<file path="src/design/ftid_defs.vh">
/*
  Constants for the fourteen-bit instruction decoder: opcode fields,
  encodings, file addresses and status bit positions.
  Assumes it is included by its bare name from design files.
*/
`ifndef FTID_DEFS_VH
`define FTID_DEFS_VH
// How it works
// RULE1 - Destination bit picks work or file.
// RULE2 - Decode add and subtract; update carry flags.
// RULE3 - Subtract carry is inverted borrow.
// RULE4 - Decode and, or, xor, complement; zero only.
// RULE5 - Increment, decrement, move: one cycle, zero.
// RULE6 - Rotates touch carry; nibble exchange no flags.
// RULE7 - Decrement/increment skip next when zero.
// RULE8 - Store work to file; no operation.
// RULE9 - Clear file or work sets zero.
// RULE10 - Bit clear, set, test skip clear/set.
// RULE11 - True skip discards fetched word, runs no-op.
// RULE12 - Counter change or true test: two cycles.
// RULE13 - Call pushes return, loads counter with latch.
// RULE14 - Jump loads literal address, two cycles.
// RULE15 - Decode literal load, return, logic, arithmetic.
// RULE16 - Return and interrupt return take two cycles.
// RULE17 - Watchdog clear and standby update status bits.
// RULE18 - Watchdog clear also clears assigned prescaler.
// RULE19 - Timer write clears prescaler when assigned.
// RULE20 - Port read-modify-write uses pin values.
// RULE21 - Unknown words execute as one-cycle no-op.
`define FTID_PRE_FILE    2'h0
`define FTID_PRE_BIT     2'h1
`define FTID_PRE_CTRL    2'h2
`define FTID_PRE_LIT     2'h3
`define FTID_OP_MISC     4'h0
`define FTID_OP_CLR      4'h1
`define FTID_OP_SUB      4'h2
`define FTID_OP_DEC      4'h3
`define FTID_OP_IOR      4'h4
`define FTID_OP_AND      4'h5
`define FTID_OP_XOR      4'h6
`define FTID_OP_ADD      4'h7
`define FTID_OP_MOV      4'h8
`define FTID_OP_COM      4'h9
`define FTID_OP_INC      4'hA
`define FTID_OP_DECSZ    4'hB
`define FTID_OP_RRC      4'hC
`define FTID_OP_RLC      4'hD
`define FTID_OP_SWAP     4'hE
`define FTID_OP_INCSZ    4'hF
`define FTID_W_RETURN    14'h0008
`define FTID_W_RETINT    14'h0009
`define FTID_W_WDTCLR    14'h0064
`define FTID_W_SLEEP     14'h0063
`define FTID_W_CLRWORK   14'h0103
`define FTID_ADDR_TIMER_ZERO_COUNT   7'h01
`define FTID_ST_C        0
`define FTID_ST_DC       1
`define FTID_ST_Z        2
`define FTID_ST_PD       3
`define FTID_ST_TO       4
`define FTID_ST_RESET    5'h18
`endif

</file>
<file path="src/design/ftid_core.v">
/*
  Execute stage of a core with a 14-bit instruction word. It takes one
  fetched word per instruction cycle, reads its file operand from the
  data space, and returns the file write, the working register, status
  flags, program counter and stack actions.
  Assumes the data space answers reads in the same cycle and that an
  instruction cycle is one enable pulse of sys_clk_i.
*/
`timescale 1ns/10ps
`include "ftid_defs.vh"
module ftid_core #(
  parameter PC_W = 13
) (
  input  wire            sys_clk_i,
  input  wire            rst_n_i,
  input  wire            cyc_en_i,
  input  wire [13:0]     instr_i,
  input  wire [PC_W-1:0] pc_i,
  input  wire [7:0]      file_rd_i,
  input  wire [7:0]      pin_rd_i,
  input  wire            file_is_port_i,
  input  wire [4:0]      pc_high_latch_i,
  input  wire            prescaler_assignment_i,
  output reg  [6:0]      file_addr_o,
  output reg  [7:0]      file_wr_data_o,
  output reg             file_wr_o,
  output reg  [7:0]      work_o,
  output reg  [4:0]      status_o,
  output reg             jump_o,
  output reg  [PC_W-1:0] jump_addr_o,
  output reg             push_o,
  output reg  [PC_W-1:0] push_addr_o,
  output reg             pop_o,
  output reg             retint_o,
  output reg             flush_o,
  output reg             wdt_clear_o,
  output reg             sleep_o,
  output reg             prescale_clear_o
);
  localparam ST_RUN   = 2'b01;
  localparam ST_FLUSH = 2'b10;

  reg  [1:0]      state_q;
  reg  [1:0]      state_d;
  reg  [7:0]      work_d;
  reg  [4:0]      status_d;
  reg  [7:0]      res;
  reg             wr_file;
  reg             wr_work;
  reg             skip;
  reg             chg_pc;
  reg  [PC_W-1:0] tgt;
  reg             do_push;
  reg             do_pop;
  reg             do_ri;
  reg             do_wdt;
  reg             do_slp;
  reg  [8:0]      sum;
  reg  [4:0]      nib;
  reg  [7:0]      bmask;

  wire [1:0] pre  = instr_i[13:12];
  wire [3:0] op   = instr_i[11:8];
  wire       dst  = instr_i[7];
  wire [6:0] fadr = instr_i[6:0];
  wire [2:0] bsel = instr_i[9:7];
  wire [7:0] lit  = instr_i[7:0];
  wire [7:0] pin_sync;

  // Pins move with no regard to sys_clk_i. Each bit passes three stages
  // and a change is taken once the second and third agree, so a glitch
  // or a metastable first stage never reaches an operand; the price is
  // that a port operand lags its pins by four clock cycles.
  genvar gi;
  generate
    for (gi = 0; gi < 8; gi = gi + 1) begin : g_pin_sync
      reg pin_s1_q;
      reg pin_s2_q;
      reg pin_s3_q;
      reg pin_ok_q;
      always @(posedge sys_clk_i or negedge rst_n_i) begin
        if (!rst_n_i) begin
          pin_s1_q <= 1'b0;
          pin_s2_q <= 1'b0;
          pin_s3_q <= 1'b0;
          pin_ok_q <= 1'b0;
        end else begin
          pin_s1_q <= pin_rd_i[gi];
          pin_s2_q <= pin_s1_q;
          pin_s3_q <= pin_s2_q;
          if (pin_s2_q == pin_s3_q)
            pin_ok_q <= pin_s3_q;
        end
      end
      assign pin_sync[gi] = pin_ok_q;
    end
  endgenerate

  // Port operands come from the pins, not the latch. [RULE20]
  wire [7:0] src  = file_is_port_i ? pin_sync : file_rd_i;
  wire       flushing = (state_q == ST_FLUSH);

  always @* begin
    // Unregistered on purpose: the data space answers in the same cycle,
    // and a register here would cost a whole instruction cycle.
    file_addr_o = fadr;
    res     = 8'h00;
    wr_file = 1'b0;
    wr_work = 1'b0;
    skip    = 1'b0;
    chg_pc  = 1'b0;
    tgt     = pc_i;
    do_push = 1'b0;
    do_pop  = 1'b0;
    do_ri   = 1'b0;
    do_wdt  = 1'b0;
    do_slp  = 1'b0;
    sum     = 9'h000;
    nib     = 5'h00;
    bmask   = 8'h01 << bsel;
    work_d  = work_o;
    status_d = status_o;
    // A flushed slot runs as a no-op so no state changes. [RULE11]
    if (!flushing) begin
      case (pre)
        `FTID_PRE_FILE: begin
          case (op)
            `FTID_OP_MISC: begin
              if (dst) begin
                res = work_o; // [RULE8]
                wr_file = 1'b1;
              end else if (instr_i == `FTID_W_RETURN) begin
                do_pop = 1'b1; // [RULE16]
                chg_pc = 1'b1;
              end else if (instr_i == `FTID_W_RETINT) begin
                do_pop = 1'b1; // [RULE16]
                do_ri  = 1'b1;
                chg_pc = 1'b1;
              end else if (instr_i == `FTID_W_WDTCLR) begin
                do_wdt = 1'b1; // [RULE17]
                status_d[`FTID_ST_TO] = 1'b1;
                status_d[`FTID_ST_PD] = 1'b1;
              end else if (instr_i == `FTID_W_SLEEP) begin
                do_slp = 1'b1; // [RULE17]
                status_d[`FTID_ST_TO] = 1'b1;
                status_d[`FTID_ST_PD] = 1'b0;
              end
              // Other words, the no-op among them, do nothing. [RULE8]
              // [RULE21]
            end
            `FTID_OP_CLR: begin
              if (dst) begin
                res = 8'h00; // [RULE9]
                wr_file = 1'b1;
                status_d[`FTID_ST_Z] = 1'b1;
              end else if (instr_i == `FTID_W_CLRWORK) begin
                work_d = 8'h00; // [RULE9]
                status_d[`FTID_ST_Z] = 1'b1;
              end
            end
            default: begin
              case (op)
                `FTID_OP_ADD: begin
                  sum = {1'b0, src} + {1'b0, work_o}; // [RULE2]
                  nib = {1'b0, src[3:0]} + {1'b0, work_o[3:0]};
                end
                `FTID_OP_SUB: begin
                  // Two's complement: carry out is the inverse borrow.
                  sum = {1'b0, src} + {1'b0, ~work_o} + 9'h001; // [RULE3]
                  nib = {1'b0, src[3:0]} + {1'b0, ~work_o[3:0]} + 5'h01;
                end
                default: begin
                  sum = 9'h000;
                  nib = 5'h00;
                end
              endcase
              case (op)
                `FTID_OP_ADD,
                `FTID_OP_SUB:   res = sum[7:0]; // [RULE2]
                `FTID_OP_AND:   res = src & work_o; // [RULE4]
                `FTID_OP_IOR:   res = src | work_o; // [RULE4]
                `FTID_OP_XOR:   res = src ^ work_o; // [RULE4]
                `FTID_OP_COM:   res = ~src; // [RULE4]
                `FTID_OP_INC,
                `FTID_OP_INCSZ: res = src + 8'h01; // [RULE5] [RULE7]
                `FTID_OP_DEC,
                `FTID_OP_DECSZ: res = src - 8'h01; // [RULE5] [RULE7]
                `FTID_OP_MOV:   res = src; // [RULE5]
                `FTID_OP_RLC:   res = {src[6:0], status_o[`FTID_ST_C]};
                `FTID_OP_RRC:   res = {status_o[`FTID_ST_C], src[7:1]};
                `FTID_OP_SWAP:  res = {src[3:0], src[7:4]}; // [RULE6]
                default:        res = src;
              endcase
              case (op)
                `FTID_OP_ADD, `FTID_OP_SUB: begin
                  status_d[`FTID_ST_C]  = sum[8]; // [RULE2] [RULE3]
                  status_d[`FTID_ST_DC] = nib[4];
                  status_d[`FTID_ST_Z]  = (res == 8'h00);
                end
                `FTID_OP_AND, `FTID_OP_IOR, `FTID_OP_XOR, `FTID_OP_COM,
                `FTID_OP_INC, `FTID_OP_DEC, `FTID_OP_MOV:
                  status_d[`FTID_ST_Z] = (res == 8'h00); // [RULE4] [RULE5]
                `FTID_OP_RLC: status_d[`FTID_ST_C] = src[7]; // [RULE6]
                `FTID_OP_RRC: status_d[`FTID_ST_C] = src[0]; // [RULE6]
                `FTID_OP_DECSZ,
                `FTID_OP_INCSZ: skip = (res == 8'h00); // [RULE7]
                default: status_d = status_o;
              endcase
              wr_file = dst; // [RULE1]
              wr_work = !dst; // [RULE1]
            end
          endcase
        end
        `FTID_PRE_BIT: begin
          case (op[3:2])
            2'b00: begin
              res = src & ~bmask; // [RULE10]
              wr_file = 1'b1;
            end
            2'b01: begin
              res = src | bmask; // [RULE10]
              wr_file = 1'b1;
            end
            2'b10: skip = ((src & bmask) == 8'h00); // [RULE10]
            default: skip = ((src & bmask) != 8'h00); // [RULE10]
          endcase
        end
        `FTID_PRE_CTRL: begin
          // Calls and jumps both take their high bits from the latch.
          chg_pc = 1'b1; // [RULE14]
          tgt = {pc_high_latch_i[4:3], instr_i[10:0]}; // [RULE13]
          do_push = !instr_i[11]; // [RULE13]
        end
        default: begin
          case (op[3:2])
            2'b00: work_d = lit; // [RULE15]
            2'b01: begin
              work_d = lit; // [RULE15] [RULE16]
              do_pop = 1'b1;
              chg_pc = 1'b1;
            end
            2'b10: begin
              case (op[1:0])
                2'b00: work_d = lit | work_o; // [RULE15]
                2'b01: work_d = lit & work_o;
                2'b10: work_d = lit ^ work_o;
                default: work_d = work_o; // [RULE21]
              endcase
              if (op[1:0] != 2'b11)
                status_d[`FTID_ST_Z] = (work_d == 8'h00);
            end
            default: begin
              if (op[1]) begin
                sum = {1'b0, lit} + {1'b0, work_o}; // [RULE15]
                nib = {1'b0, lit[3:0]} + {1'b0, work_o[3:0]};
              end else begin
                sum = {1'b0, lit} + {1'b0, ~work_o} + 9'h001; // [RULE3]
                nib = {1'b0, lit[3:0]} + {1'b0, ~work_o[3:0]} + 5'h01;
              end
              work_d = sum[7:0];
              status_d[`FTID_ST_C]  = sum[8];
              status_d[`FTID_ST_DC] = nib[4];
              status_d[`FTID_ST_Z]  = (sum[7:0] == 8'h00);
            end
          endcase
        end
      endcase
    end
    // A work destination takes the file result computed above.
    if (wr_work)
      work_d = res;
  end

  // A true test or a counter load burns the next slot. [RULE12]
  always @* begin
    case (state_q)
      ST_RUN: begin
        if (skip || chg_pc)
          state_d = ST_FLUSH; // [RULE11]
        else
          state_d = ST_RUN;
      end
      ST_FLUSH: state_d = ST_RUN;
      default:  state_d = ST_RUN;
    endcase
  end

  always @(posedge sys_clk_i or negedge rst_n_i) begin
    if (!rst_n_i) begin
      state_q          <= ST_RUN;
      work_o           <= 8'h00;
      // Timeout and powerdown start set, as after power-up.
      status_o         <= `FTID_ST_RESET;
      file_wr_data_o   <= 8'h00;
      file_wr_o        <= 1'b0;
      jump_o           <= 1'b0;
      jump_addr_o      <= {PC_W{1'b0}};
      push_o           <= 1'b0;
      push_addr_o      <= {PC_W{1'b0}};
      pop_o            <= 1'b0;
      retint_o         <= 1'b0;
      flush_o          <= 1'b0;
      wdt_clear_o      <= 1'b0;
      sleep_o          <= 1'b0;
      prescale_clear_o <= 1'b0;
    end else begin
      file_wr_o        <= 1'b0;
      jump_o           <= 1'b0;
      push_o           <= 1'b0;
      pop_o            <= 1'b0;
      retint_o         <= 1'b0;
      flush_o          <= 1'b0;
      wdt_clear_o      <= 1'b0;
      sleep_o          <= 1'b0;
      prescale_clear_o <= 1'b0;
      // Nothing but the pulses moves between instruction cycles.
      if (cyc_en_i) begin
        state_q        <= state_d;
        work_o         <= work_d;
        status_o       <= status_d;
        file_wr_data_o <= res;
        file_wr_o      <= wr_file;
        // Returns take their address from the stack, not from here.
        jump_o         <= do_push | (chg_pc & !do_pop) ;
        jump_addr_o    <= tgt;
        push_o         <= do_push; // [RULE13]
        push_addr_o    <= pc_i + {{(PC_W-1){1'b0}}, 1'b1};
        pop_o          <= do_pop;
        retint_o       <= do_ri;
        flush_o        <= skip | chg_pc; // [RULE11]
        wdt_clear_o    <= do_wdt;
        sleep_o        <= do_slp;
        // Prescaler clear on watchdog clear or timer write. [RULE18]
        prescale_clear_o <= (do_wdt & prescaler_assignment_i) |
          (wr_file & (fadr == `FTID_ADDR_TIMER_ZERO_COUNT) &
           !prescaler_assignment_i); // [RULE19]
      end
    end
  end
endmodule // ftid_core

</file>
<file path="config.mk">
export PLATFORM = sky130hd
export DESIGN_NAME = ftid_core
export DESIGN_NICKNAME = d
export VERILOG_FILES = /design/src/design/ftid_core.v
export VERILOG_INCLUDE_DIRS = /design/src /design/src/design
export SDC_FILE = /design/constraint.sdc
export NUM_CORES = 1
export LEC_CHECK = 0
export BUFFER_PORTS_ARGS = -buffer_cell sky130_fd_sc_hd__buf_4
export CORE_ASPECT_RATIO = 0.6
export CORE_UTILIZATION = 50
export CTS_CLUSTER_DIAMETER = 40
export DETAILED_ROUTE_END_ITERATION = 8
export GPL_ROUTABILITY_DRIVEN = 0
export PLACE_DENSITY = 0.7
export SYNTH_ARGS = -nofsm -noshare
export SYNTH_HDL_FRONTEND = slang
export SYNTH_SLANG_ARGS = --single-unit
export TNS_END_PERCENT = 1
</file>
<file path="constraint.sdc">
create_clock -name sys_clk_i -period 5.6 [get_ports sys_clk_i]
set_input_delay 1.68 -clock sys_clk_i [delete_from_list [all_inputs] [get_ports sys_clk_i]]
set_output_delay 1.68 -clock sys_clk_i [all_outputs]
set_load 0.02 [all_outputs]
</file>
==> Word-level counts from Yosys, hierarchy flattened <==
Cells that the tools add are included.
{ "op_classes": {"add_sub_neg": 15, "n_eq_ne": 52, "n_shift": 1, "muxes": 98, "n_bitwise": 25, "reduce_logical": 30} }
{ "ops": {"columns": ["cell", "n"], "rows": [
  ["2-to-1 mux 8 bit", 14],
  ["one-hot mux 8 bit (10 select lines)", 1],
  ["one-hot mux 8 bit (2 select lines)", 5],
  ["2-to-1 mux 1 bit", 53],
  ["adder 8 x 8 -> 9 bit", 4],
  ["2-to-1 mux 9 bit", 4],
  ["AND 8 bit", 4],
  ["== test 4 bit (second input constant)", 8],
  ["zero test 8 bit", 4],
  ["== test 14 x 4 -> 1 bit (second input constant)", 2],
  ["== test 14 x 7 -> 1 bit (second input constant)", 2],
  ["2-to-1 mux 13 bit", 2],
  ["NOT 8 bit", 3],
  ["bitwise OR 8 bit", 3],
  ["one-hot mux 8 bit (3 select lines)", 1],
  ["adder 4 x 4 -> 5 bit", 4],
  ["adder 9 x 1 -> 9 bit (second input constant)", 2],
  ["one-hot mux 9 bit (2 select lines)", 1],
  ["AND reduction 6 bit", 3],
  ["== test 4 x 3 -> 1 bit (second input constant)", 4],
  ["AND reduction 8 bit", 2],
  ["XOR 8 bit", 2],
  ["== test 14 x 9 -> 1 bit (second input constant)", 1],
  ["OR reduction 2 bit", 7],
  ["35 further kinds", 85]
]} }
{ "totals": {"ff_bits": 90, "inputBits": 53, "out_inout_bits": 63, "wordCells": 271} }

==> Logic depth before layout (Yosys ltp) <==
Gate-level depths: netlist of run 1.
{ "depth": {"word_depth": 16, "ltp_mapped": 14, "depth_no_buf": 13} }

==> Worst setup path after synthesis of run 1 <==
OpenSTA, ideal clock, no wires.
{ "synth_path": {"kind": "input-to-reg", "start": "input port file_is_port_i", "end": "register status_o[2]", "setup_time_ns": 0.084, "t_arrival_ns": 4.742, "required_ns": 5.516, "path_slack_ns": 0.774, "stages": 14, "n_path_buf": 1, "path_cell_list": "buf_6 mux2i_1 inv_1 ha_1 inv_1 fa_1 nand3b_1 a21oi_1 or3_1 and3_1 a2111o_1 and2_2 or4b_1 a41oi_2"} }
{ "synth_via": {"elab_chain_cells": 12, "elab_cells_between_ends": 19, "cone_classes": "5 x add/sub; 9 x mux; 4 x bitwise; 1 x reduce/logical"} }
{ "synth_rtl": {"columns": ["item", "line_no", "text"], "rows": [
  ["start: declaration", "ftid_core.v:21", "input wire file_is_port_i,"],
  ["2-to-1 mux 8 bit *", "ftid_core.v:100", "wire [7:0] src = file_is_port_i ? pin_sync : file_rd_i;"],
  ["adder 8 x 8 -> 9 bit", "ftid_core.v:169", "sum = {1'b0, src} + {1'b0, ~work_o} + 9'h001;"],
  ["adder 9 x 1 -> 9 bit", "ftid_core.v:169", null],
  ["one-hot mux 9 bit (2 select lines)", "ftid_core.v:162", "case (op)"],
  ["one-hot mux 8 bit (10 select lines) *", "ftid_core.v:177", "case (op)"],
  ["2-to-1 mux 8 bit *", "ftid_core.v:127", "case (op)"],
  ["2-to-1 mux 8 bit *", "ftid_core.v:125", "case (pre)"],
  ["2-to-1 mux 8 bit *", "ftid_core.v:124", "if (!flushing) begin"],
  ["zero test 8 bit *", "ftid_core.v:198, ftid_core.v:202", null],
  ["2-to-1 mux 1 bit *", null, null],
  ["one-hot mux 1 bit (2 select lines) *", "ftid_core.v:127", null],
  ["one-hot mux 3 bit (2 select lines) *", "ftid_core.v:125", null],
  ["end signal: assignment", "ftid_core.v:293", "status_o <= `FTID_ST_RESET;"],
  ["end signal: assignment", "ftid_core.v:320", "status_o <= status_d;"],
  ["end: declaration", "ftid_core.v:28", "output reg [4:0] status_o,"]
]} }
Every way passes the cells marked *; elsewhere a longest branch is shown, timed or not. The select of a mux whose other input is x is not followed.
A chain may end at the register's enable or synchronous reset.

==> Final worst setup path of run 1 <==
{ "layout_path": {"start": "input port file_is_port_i", "end": "register state_q[1]"} }
{ "layout_via": {"elab_chain_cells": 16, "elab_cells_between_ends": 27, "cone_classes": "5 x add/sub; 13 x mux; 5 x bitwise; 4 x reduce/logical"} }
{ "layout_rtl": {"columns": ["item", "line_no", "text"], "rows": [
  ["2-to-1 mux 8 bit *", "ftid_core.v:100", null],
  ["adder 8 x 8 -> 9 bit", "ftid_core.v:169", null],
  ["adder 9 x 1 -> 9 bit", "ftid_core.v:169", null],
  ["one-hot mux 9 bit (2 select lines)", "ftid_core.v:162", null],
  ["one-hot mux 8 bit (10 select lines)", "ftid_core.v:177", null],
  ["2-to-1 mux 8 bit", "ftid_core.v:127", null],
  ["2-to-1 mux 8 bit", "ftid_core.v:125", null],
  ["2-to-1 mux 8 bit", "ftid_core.v:124", null],
  ["zero test 8 bit", "ftid_core.v:206", "`FTID_OP_INCSZ: skip = (res == 8'h00);"],
  ["2-to-1 mux 1 bit", "ftid_core.v:194", "case (op)"],
  ["2-to-1 mux 1 bit", "ftid_core.v:127", null],
  ["one-hot mux 1 bit (2 select lines) *", "ftid_core.v:125", null],
  ["2-to-1 mux 1 bit *", "ftid_core.v:124", null],
  ["logical OR 1 bit *", "ftid_core.v:278", "if (skip || chg_pc)"],
  ["2-to-1 mux 2 bit *", "ftid_core.v:278", null],
  ["2-to-1 mux 2 bit *", "ftid_core.v:276", "case (state_q)"],
  ["end signal: assignment", "ftid_core.v:318", "state_q <= state_d;"],
  ["end: declaration", "ftid_core.v:43", "reg [1:0] state_q;"]
]} }
Marks and branches as above.

==> summary.txt, run 1 <==
Synthesis
  • Largest family of logic cells by synthesized area: compound AO/OA/AOI/OAI gates
  • Share of the yosys chip area belonging to registers: 29.7%
  • Synth Flop Type: dfrtp_1
  • Syn nets: 978
  • Cell variety after synth: 88
  • Compound-Gate Fraction of Synth Area: 23.5%
  • Cell taking the most area after synthesis: dfrtp_1
  • Simple-gate share of the synthesized area: 16.5%
  • Mapped Cells: 861
  • XOR/XNOR Fraction of Synth Area: 2.80%
  • Synth top area share: 29.0%
  • Mux cell area share after synthesis: 8.46%
  • Cell Area, Synth: 7500 um2
  • Synth cell count leaders: dfrtp_1, nor2_1, a21oi_1, nand2_1, ha_1
  • EDFF count, synth: 0
  • Post-synthesis adder-cell area fraction: 12.3%
  • Synth area leaders: dfrtp_1, ha_1, a21oi_1
  • Ys Warns: 0
  • Synthesized flop and latch total: 89
  • Most frequent cell after synthesis: dfrtp_1
  • Synth async-reset ratio: 100%
  • Synth Area per Inst: 8.71 um2

Pwr
  • IR drop worst, VDD: 0.000197 V
  • Pwr Density: 294 nW/um2
  • Leakage: 0.00394 uW

Status
  • Status: finished clean

Clock tree
  • Total CTS buffers: 9
  • Clk pin slew, worst setup/hold paths: 0.08 ns
  • Clock buffer depth: 2
  • CTS sink cnt: 89
  • Hold-fix buffers, CTS: 0
  • H-tree depth: 3
  • Later-pin clock latency in the skew report: 0.36 ns
  • CTS tree: built
  • PostCTS Resize Cnt: 0
  • Clock root buffer: clkbuf_16
  • Post-CTS setup buffer count: 0

GRT
  • Largest net degree at the start of global routing: 56
  • Initial antenna violation count: 0
  • Grt ovf: 0
  • Vias in the first global route: 6,459
  • GRT Total Usage: 33.1%
  • First-pass GRT wire length: 39,000 um

Die
  • # rows: 34
  • Total core area: 14,500 um2
  • Die area: 15,500 um2
  • DIE WIDTH: 160 um
  • Die H: 96.8 um
  • Initial Utilization: 51.5%
  • IO Count: 116

Detailed routing
  • DRT antenna net count: 0
  • Routed vias: 7,266
  • Routed WL: 25,500 um
  • Via-per-instance ratio: 6.31
  • Initial DRT Pass Iterations: 6
  • Drt wl/cell: 22.2 um
  • DRC: 0
  • First DRT Iteration DRCs: 1,069

Placed design
  • Detailed placement HPWL: 19,200 um
  • Setup slack at placement: 0.142 ns
  • Port Buffers: 111

Setup path
  • CP startpoint kind: input port
  • WP data required: 5.90 ns
  • Critical path class: in2reg
  • CP max stage cell: a2111oi_0
  • Slowest stage delay, CP: 0.57 ns
  • Arrival time of the worst setup path: 5.49 ns
  • Top cell by count, worst path: inv_1
  • Worst r2r path cells: 13
  • Crit end category: register
  • CP Max Fanout: 15
  • Worst-path cell chain: buf_4 > mux2i_1 > inv_1 > ha_1 > inv_1 > fa_1 > nand3b_1 > a21oi_1 > or3_1 > and3_1 > a2111o_1 > a2111oi_0 > and4b_2 > a221o_1

STA
  • Min Tclk post-route: 5.19 ns
  • RSZ-0062 raised after global routing: no
  • Crit share post-route: 92.7%
  • Final setup TNS: 0 ns
  • Final Hold Violating Endpoints: 0
  • Relative slew slack: 25.8%
  • Fin. max-slew vios: 0
  • Worst slew pin tran: 1.10 ns
  • Setup WS post-layout: 0.409 ns
  • Final setup viols: 0
  • FMAX: 193 MHz
  • Setup Skew: 0.0120 ns

Worst hold path
  • Hold Crit Class: reg2reg
  • WHS Path Cells: 0

Cells and area
  • # diodes: 0
  • Area grow syn2layout: 17.0%
  • Layout Nets: 1,065
  • Share of post-route cells with drive strength above 1: 19.9%

Flow run
  • Max-cap viol count: 0
[critical path: cells and delay by family]
kind / cells / cell delay, ns
AO/OA/AOI/OAI: 4 / 1.11
adder cells (fa/ha/maj): 2 / 0.55
buffers and inverters: 3 / 0.55
multiplexers: 1 / 0.43
AND/OR/NAND/NOR: 4 / 1.15
[stage by stage]
step	area [um2]	utilization [%]	cells	power [uW]	hold slack, ns
final	8770	60.3	1151	2580	0.349
after global routing	8770	60.3	1151	2700	0.363
after CTS	8770	60.3	1151	2540	0.351
after detailed placement	8460	58.1	1135	1910	0.336
after global placement	8460	58.1	1135	1900	0.332
after floorplan	7500	-	861	1520	0.331
[flip-flops by register name (all words and copies together), names as in the netlist, 2 cells and up]
name / cells
jump_addr_o: 13
push_addr_o: 13
file_wr_data_o: 8
g_pin_sync.pin_ok_q: 8
g_pin_sync.pin_s1_q: 8
g_pin_sync.pin_s2_q: 8
g_pin_sync.pin_s3_q: 8
work_o: 8
status_o: 4
state_q: 2
[layout by cell type (no fill, tap or decap), drive strengths merged, types with 8 or more instances in the layout]
master | synthesis | final
dfrtp | 87 | 87
maj3 | 8 | 8
a31oi | 11 | 11
ha | 59 | 59
clkbuf | 27 | 9
o21ai | 57 | 57
nand2b | 14 | 14
nand2 | 64 | 64
buf | 30 | 133
a21oi | 68 | 68
nor2 | 81 | 81
nor2b | 10 | 10
nor3 | 22 | 22
nand3 | 21 | 21
xnor2 | 18 | 18
mux4 | 12 | 12
a211oi | 12 | 12
a21o | 13 | 13
inv | 57 | 60
mux2i | 25 | 25
[routing by layer]
metal	vias to the layer above	global-route usage (%)	wire [um]
met1	3424	51.2	11700
met4	2	4.76	254
met5	-	5.19	100
li1	3276	-	-
met2	524	40.5	9350
met3	40	15.7	4080
[cell type report]
class / count / area, um2
multi-input combinational: 657 / 4770
timing repair buffer: 133 / 998
clock buffer: 9 / 225
inverter: 58 / 218
fill: 1334 / 5780
clock inverter: 7 / 86.3
tap: 198 / 248
sequential: 89 / 2230
[report_power, final]
group	internal (uW)	total (uW)	switching, uW
registers	707	790	82.6
logic	459	1160	704
clock network	320	628	308
[cell families (layout without fill, tap and decap cells)]
logic type	count (synthesis)	count (layout)
DFF	89	89
AOI/OAI and AO/OA	261	261
and+or+nand+nor	257	257
other	1	1
xor gates and xnor gates	24	24
adders and majority gates	72	72
buffers and inverters	115	207
muxes	42	42
[path summary, 6_finish.rpt]
path | from | endpoint | slack [ns]
max | file_is_port_i | state_q[1] | 0.41
min | g_pin_sync[0].pin_s1_q | g_pin_sync[0].pin_s2_q | 0.35
max reg2reg | g_pin_sync[0].pin_ok_q | state_q[1] | 1.68
min reg2reg | g_pin_sync[0].pin_s1_q | g_pin_sync[0].pin_s2_q | 0.35
max in group asynchronous | rst_n_i | work_o[7] | 3.23
min in group asynchronous | rst_n_i | wdt_clear_o | 1.34
Note: power is estimated with default switching activity, not from simulation.
==> inputs of run 2 (changes only) <==
--- a/config.mk
+++ b/config.mk
@@ -12,7 +12,7 @@
 export CTS_CLUSTER_DIAMETER = 40
 export DETAILED_ROUTE_END_ITERATION = 8
 export GPL_ROUTABILITY_DRIVEN = 0
-export PLACE_DENSITY = 0.7
+export PLACE_DENSITY = 0.75
 export SYNTH_ARGS = -nofsm -noshare
 export SYNTH_HDL_FRONTEND = slang
 export SYNTH_SLANG_ARGS = --single-unit
==> run 2 against run 1 <==
Effect of this change:
- die area is the same
- clock skew grew 0.0015 ns
- via count grew 2.0%
- register-to-register slack gained 0.06 ns
- sequential share of layout area grew 0.080 points
- highest routed layer unchanged
- critical path type unchanged
==> summary.txt, run 2 (synthesis gave the netlist of run 1 again) <==
Clock tree
  • H-tree depth: 3 (unchanged)
  • Clk pin slew, worst setup/hold paths: 0.08 ns (about the same)
  • CTS tree: built
  • CTS sink cnt: 89 (unchanged)
  • Clock buffer depth: 2 (unchanged)
  • PostCTS Resize Cnt: 0 (unchanged)
  • Post-CTS setup buffer count: 0 (unchanged)
  • Total CTS buffers: 9 (unchanged)
  • Clock root buffer: clkbuf_16
  • Hold-fix buffers, CTS: 0 (unchanged)
  • Later-pin clock latency in the skew report: 0.36 ns (about the same)

GRT
  • Largest net degree at the start of global routing: 56 (unchanged)
  • GRT Total Usage: 32.6% (-0.54 points)
  • Grt met3 use: 15.1% (-0.56 points)
  • Vias in the first global route: 6,594 (+2.1%)
  • Busiest grt layer: met1
  • Met2 Track Usage GR: 41.5% (+1.1 points)
  • GR Util met1: 48.8% (-2.4 points)
  • First-pass GRT wire length: 38,700 um (-0.71%)
  • Grt ovf: 0 (unchanged)
  • Initial antenna violation count: 0 (unchanged)

STA
  • Min Tclk post-route: 5.12 ns (-0.0709 ns)
  • Final setup viols: 0 (unchanged)
  • RSZ-0062 raised after global routing: no
  • FMAX: 195 MHz (+1.4%)
  • Setup Skew: 0.0135 ns (+0.00146 ns)
  • Final Hold Violating Endpoints: 0 (unchanged)
  • Relative slew slack: 28.1% (+2.3 points)
  • Final setup TNS: 0 ns (unchanged)
  • Crit share post-route: 91.4% (-1.3 points)
  • Worst slew pin tran: 1.06 ns (-0.0339 ns)
  • Fin. max-slew vios: 0 (unchanged)

Status
  • Status: finished clean

Placed design
  • Post-DP Area: 8440 um2 (-0.18%)
  • Port Buffers: 111 (unchanged)
  • Detailed placement HPWL: 18,700 um (-2.7%)
  • Placed cell count: 1,133 (-0.18%)

Cells and area
  • Final Cell Area: 8740 um2 (-0.31%)
  • Final Non-Filler Cells: 1,149 (-0.17%)
  • Area grow syn2layout: 16.6%
  • # diodes: 0 (unchanged)
  • Leading cell types in the layout, fill and taps excluded: buf_4, dfrtp_1, nor2_1
  • Top flop regs: jump_addr_o x13, push_addr_o x13
  • Commonest non-fill, non-tap cell in the layout: buf_4
  • Layout Nets: 1,063 (-0.19%)
  • Share of post-route cells with drive strength above 1: 19.8% (-0.17 points)

Pwr
  • IR drop worst, VDD: 0.000161 V (-18%)
  • Overall power: 2580 uW (about the same)
  • Leakage: 0.00392 uW (-0.52%)
  • Pwr Density: 295 nW/um2 (+0.33%)

Setup path
  • Worst r2r path cells: 13 (unchanged)
  • Arrival time of the worst setup path: 5.37 ns (-0.12 ns)
  • Critical R2R Launch: g_pin_sync[0].pin_ok_q
  • CP Max Fanout: 15 (unchanged)
  • Crit end category: register
  • FF-to-FF End: state_q[1]
  • CP startpoint kind: input port
  • WP data required: 5.85 ns (-0.05 ns)
  • R2R Setup Slk: 1.74 ns (+0.06 ns)
  • Critical path class: in2reg

Worst hold path
  • WHS Path Cells: 0 (unchanged)
  • Worst hold start: g_pin_sync[0].pin_s1_q
  • Hold Crit Class: reg2reg
  • End of the worst hold path: g_pin_sync[0].pin_s2_q

Die
  • DIE WIDTH: 160 um (unchanged)
  • Die area: 15,500 um2 (unchanged)
  • IO Count: 116 (unchanged)
  • Total core area: 14,500 um2 (unchanged)
  • # rows: 34 (unchanged)
  • Initial Utilization: 51.5% (unchanged)
  • Die H: 96.8 um (unchanged)

Detailed routing
  • Routed WL: 25,200 um (-1.2%)
  • DRC: 0 (unchanged)
  • DRT antenna net count: 0 (unchanged)
  • First DRT Iteration DRCs: 1,288 (+20%)
  • Initial DRT Pass Iterations: 7 (+1)
  • Via-per-instance ratio: 6.45 (+2.2%)
  • Routed vias: 7,414 (+2.0%)
  • Drt wl/cell: 21.9 um (-1.0%)

Flow run
  • Max-cap viol count: 0 (unchanged)
-- run 2: metrics by stage --
stage          hold slack (ns)  util [%]  setup slack, ns
2_1_floorplan            0.331         -            0.774
3_3_place_gp             0.333      58.0            0.274
3_5_place_dp             0.335      58.0            0.175
4_1_cts                  0.350      60.1            0.530
5_1_grt                  0.362      60.1            0.141
6_report                 0.350      60.1            0.479
-- run 2: cell type report --
cell class | instances | area (um2)
clock buffer | 9 | 225
clock inverter | 7 | 73.8
fill | 1316 | 5810
inverter | 58 | 218
multi-input combinational | 657 | 4770
sequential | 89 | 2230
tap | 198 | 248
timing repair buffer | 131 | 983
-- run 2: worst max-delay path by stage --
stage	depth (start not counted)	startpoint	to	slack, ns
after CTS	14	file_is_port_i	state_q[1]	0.53
after global routing	14	file_is_port_i	state_q[1]	0.14
after floorplan	14	file_is_port_i	status_o[2]	0.77
after global placement	14	file_is_port_i	state_q[1]	0.27
after detailed placement	14	file_is_port_i	state_q[1]	0.18
final	12	file_is_port_i	state_q[1]	0.48
-- run 2: power breakdown --
part / total (uW) / internal, uW / leakage [uW] / switching (uW)
Sequential: 792 / 707 / 0.00106 / 84.7
Clock: 627 / 315 / 0.000140 / 311
Combinational: 1160 / 456 / 0.00271 / 707
Total: 2580 / 1480 / 0.00392 / 1100
-- run 2: routing by layer --
layer / part of all wire [%] / routed length [um] / up-vias
li1: - / - / 3306
met1: 43 / 10800 / 3512
met2: 38 / 9530 / 532
met3: 17 / 4320 / 60
met4: 1.7 / 435 / 4
met5: 0.27 / 69 / -
-- run 2: worst max-delay path, stage by stage --
cell and delay [ns]:
buf_4 0.28, mux2i_4 0.51, inv_1 0.24, ha_1 0.27
a211oi_1 0.45, o21ai_0 0.37, o21ai_0 0.19, mux2_2 0.37
a41oi_1 0.31, a2111oi_0 0.16, and4b_2 0.27, a221o_1 0.26
==> inputs of run 3 (changes only) <==
--- a/config.mk
+++ b/config.mk
@@ -8,11 +8,14 @@
 export LEC_CHECK = 0
 export BUFFER_PORTS_ARGS = -buffer_cell sky130_fd_sc_hd__buf_4
 export CORE_ASPECT_RATIO = 0.6
+export CORE_MARGIN = 1.5
 export CORE_UTILIZATION = 50
 export CTS_CLUSTER_DIAMETER = 40
 export DETAILED_ROUTE_END_ITERATION = 8
 export GPL_ROUTABILITY_DRIVEN = 0
+export HOLD_SLACK_MARGIN = 0.05
 export PLACE_DENSITY = 0.75
+export REMOVE_ABC_BUFFERS = 1
 export SYNTH_ARGS = -nofsm -noshare
 export SYNTH_HDL_FRONTEND = slang
 export SYNTH_SLANG_ARGS = --single-unit
==> run 3 against run 2 <==
Effect of this change:
- first-iteration DRC count decreased by 19%
- critical path type unchanged
- sequential cell count unchanged
- clock-buffer cell count is 1 higher
- total power down 1.3%
- setup slack gained 0.11 ns
- global-route usage shrank 1.1 points
- critical endpoint unchanged
==> summary.txt, run 3 (synthesis gave the netlist of run 1 again) <==
Setup path
  • FF-to-FF End: state_q[1]
  • Worst setup path startpoint: file_is_port_i
  • Worst r2r path cells: 10 (-3)
  • Critical path class: in2reg
  • Last element of the critical path: state_q[1]
  • CP startpoint kind: input port
  • Arrival time of the worst setup path: 5.25 ns (-0.12 ns)
  • WP data required: 5.84 ns (about the same)
  • CP Max Fanout: 15 (unchanged)
  • Critical R2R Launch: work_o[1]
  • Crit end category: register
  • R2R Setup Slk: 1.77 ns (+0.03 ns)

Cells and area
  • Leading cell types in the layout, fill and taps excluded: buf_4, dfrtp_1, nor2_1
  • # diodes: 0 (unchanged)
  • Top flop regs: jump_addr_o x13, push_addr_o x13
  • Commonest non-fill, non-tap cell in the layout: buf_4
  • Share of post-route cells with drive strength above 1: 19.8% (unchanged)
  • Layout Nets: 1,063 (unchanged)
  • Area grow syn2layout: 16.6% (about the same)

Die
  • Initial Utilization: 51.5% (unchanged)
  • IO Count: 116 (unchanged)
  • Die area: 15,800 um2 (+1.7%)
  • DIE WIDTH: 161 um (+0.62%)
  • Die H: 97.8 um (+1.0%)
  • Total core area: 14,500 um2 (unchanged)
  • # rows: 34 (unchanged)

Status
  • Status: finished clean

Clock tree
  • Later-pin clock latency in the skew report: 0.36 ns (about the same)
  • Clock buffer depth: 2 (unchanged)
  • H-tree depth: 3 (unchanged)
  • Hold-fix buffers, CTS: 0 (unchanged)
  • Total CTS buffers: 9 (unchanged)
  • Post-CTS setup buffer count: 0 (unchanged)
  • Clk pin slew, worst setup/hold paths: 0.07 ns (about the same)
  • CTS sink cnt: 89 (unchanged)
  • Clock root buffer: clkbuf_16
  • CTS tree: built
  • PostCTS Resize Cnt: 0 (unchanged)

GRT
  • Initial antenna violation count: 0 (unchanged)
  • GRT Total Usage: 31.5% (-1.1 points)
  • Vias in the first global route: 6,790 (+3.0%)
  • Largest net degree at the start of global routing: 67 (+20%)
  • First-pass GRT wire length: 38,300 um (-0.98%)
  • Grt ovf: 0 (unchanged)

Detailed routing
  • Routed WL: 24,700 um (-2.0%)
  • Met2 WL post-DR: 9040 um (-5.1%)
  • DRT antenna net count: 0 (unchanged)
  • Routed metal-1 wire length: 11,600 um (+6.7%)
  • Met3 wire len: 3690 um (-15%)
  • Drt wl/cell: 21.5 um (-2.0%)
  • DRC: 0 (unchanged)
  • Initial DRT Pass Iterations: 7 (unchanged)
  • First DRT Iteration DRCs: 1,045 (-19%)
  • Top routing layer used: met4
  • Routed vias: 7,309 (-1.4%)
  • Via-per-instance ratio: 6.36 (-1.4%)

Pwr
  • Leakage: 0.00393 uW (+0.15%)
  • Pwr Density: 291 nW/um2 (-1.3%)
  • IR drop worst, VDD: 0.000155 V (-3.5%)

STA
  • Min Tclk post-route: 5.01 ns (-0.107 ns)
  • Final setup viols: 0 (unchanged)
  • Fin. max-slew vios: 0 (unchanged)
  • Relative slew slack: 36.7% (+8.6 points)
  • Crit share post-route: 89.5% (-1.9 points)
  • RSZ-0062 raised after global routing: no
  • Setup WS post-layout: 0.586 ns (+0.107 ns)
  • FMAX: 199 MHz (+2.1%)
  • Final Hold Violating Endpoints: 0 (unchanged)
  • Worst slew pin tran: 0.943 ns (-0.122 ns)
  • Setup Skew: 0.0159 ns (+0.00236 ns)
  • Final setup TNS: 0 ns (unchanged)

Placed design
  • Detailed placement HPWL: 18,400 um (-1.5%)
  • Setup slack at placement: 0.385 ns (+0.210 ns)
  • Port Buffers: 111 (unchanged)

Flow run
  • Max-cap viol count: 0 (unchanged)

Worst hold path
  • Hold Crit Class: reg2reg
  • WHS Path Cells: 0 (unchanged)
run 3: power breakdown:
group / internal, uW / switching, uW / total [uW]
combinational: 455 / 676 / 1130
clock: 325 / 302 / 627
sequential: 707 / 81.3 / 789
total: 1490 / 1060 / 2550
run 3: worst max-delay path: stages:
cell and delay, ns:
buf_4 0.28, mux2i_4 0.43, inv_1 0.22, ha_1 0.37, inv_1 0.11, o221a_2 0.24
o21bai_1 0.09, a2111oi_0 0.48, a211oi_1 0.10, a32oi_1 0.65, and4b_2 0.32, a221o_1 0.27
run 3: routing by layer:
metal	vias to the layer above	global-route usage (%)
li1	3295	-
met3	57	14.1
met5	-	0
met2	491	39.7
met4	0	5.34
met1	3466	48.6
run 3: layout make-up:
type / count / area (um2)
clock buffer: 10 / 239
clock inverter: 6 / 56.3
fill: 1287 / 5810
inverter: 58 / 218
multi-input combinational: 657 / 4770
sequential: 89 / 2230
tap: 198 / 248
timing repair buffer: 131 / 983
run 3: worst min-delay path by stage:
| stage | from | to | slack [ns] |
|---|---|---|---|
| floorplan | g_pin_sync[0].pin_s1_q | g_pin_sync[0].pin_s2_q | 0.33 |
| global placement | g_pin_sync[0].pin_s1_q | g_pin_sync[0].pin_s2_q | 0.33 |
| detailed placement | g_pin_sync[3].pin_s1_q | g_pin_sync[3].pin_s2_q | 0.34 |
| CTS | g_pin_sync[6].pin_s1_q | g_pin_sync[6].pin_s2_q | 0.35 |
| global route | g_pin_sync[7].pin_s1_q | g_pin_sync[7].pin_s2_q | 0.36 |
| finish | g_pin_sync[6].pin_s1_q | g_pin_sync[6].pin_s2_q | 0.35 |
run 3: per-stage QoR:
stage | hold WS (ns) | total power, uW | utilization, % | area (um2) | std cells
6_report | 0.346 | 2550 | 60.1 | 8740 | 1149
5_1_grt | 0.358 | 2680 | 60.1 | 8740 | 1149
4_1_cts | 0.350 | 2510 | 60.1 | 8740 | 1149
3_5_place_dp | 0.336 | 1880 | 58.0 | 8440 | 1133
3_3_place_gp | 0.332 | 1870 | 58.0 | 8440 | 1133
2_1_floorplan | 0.331 | 1480 | - | 7210 | 804
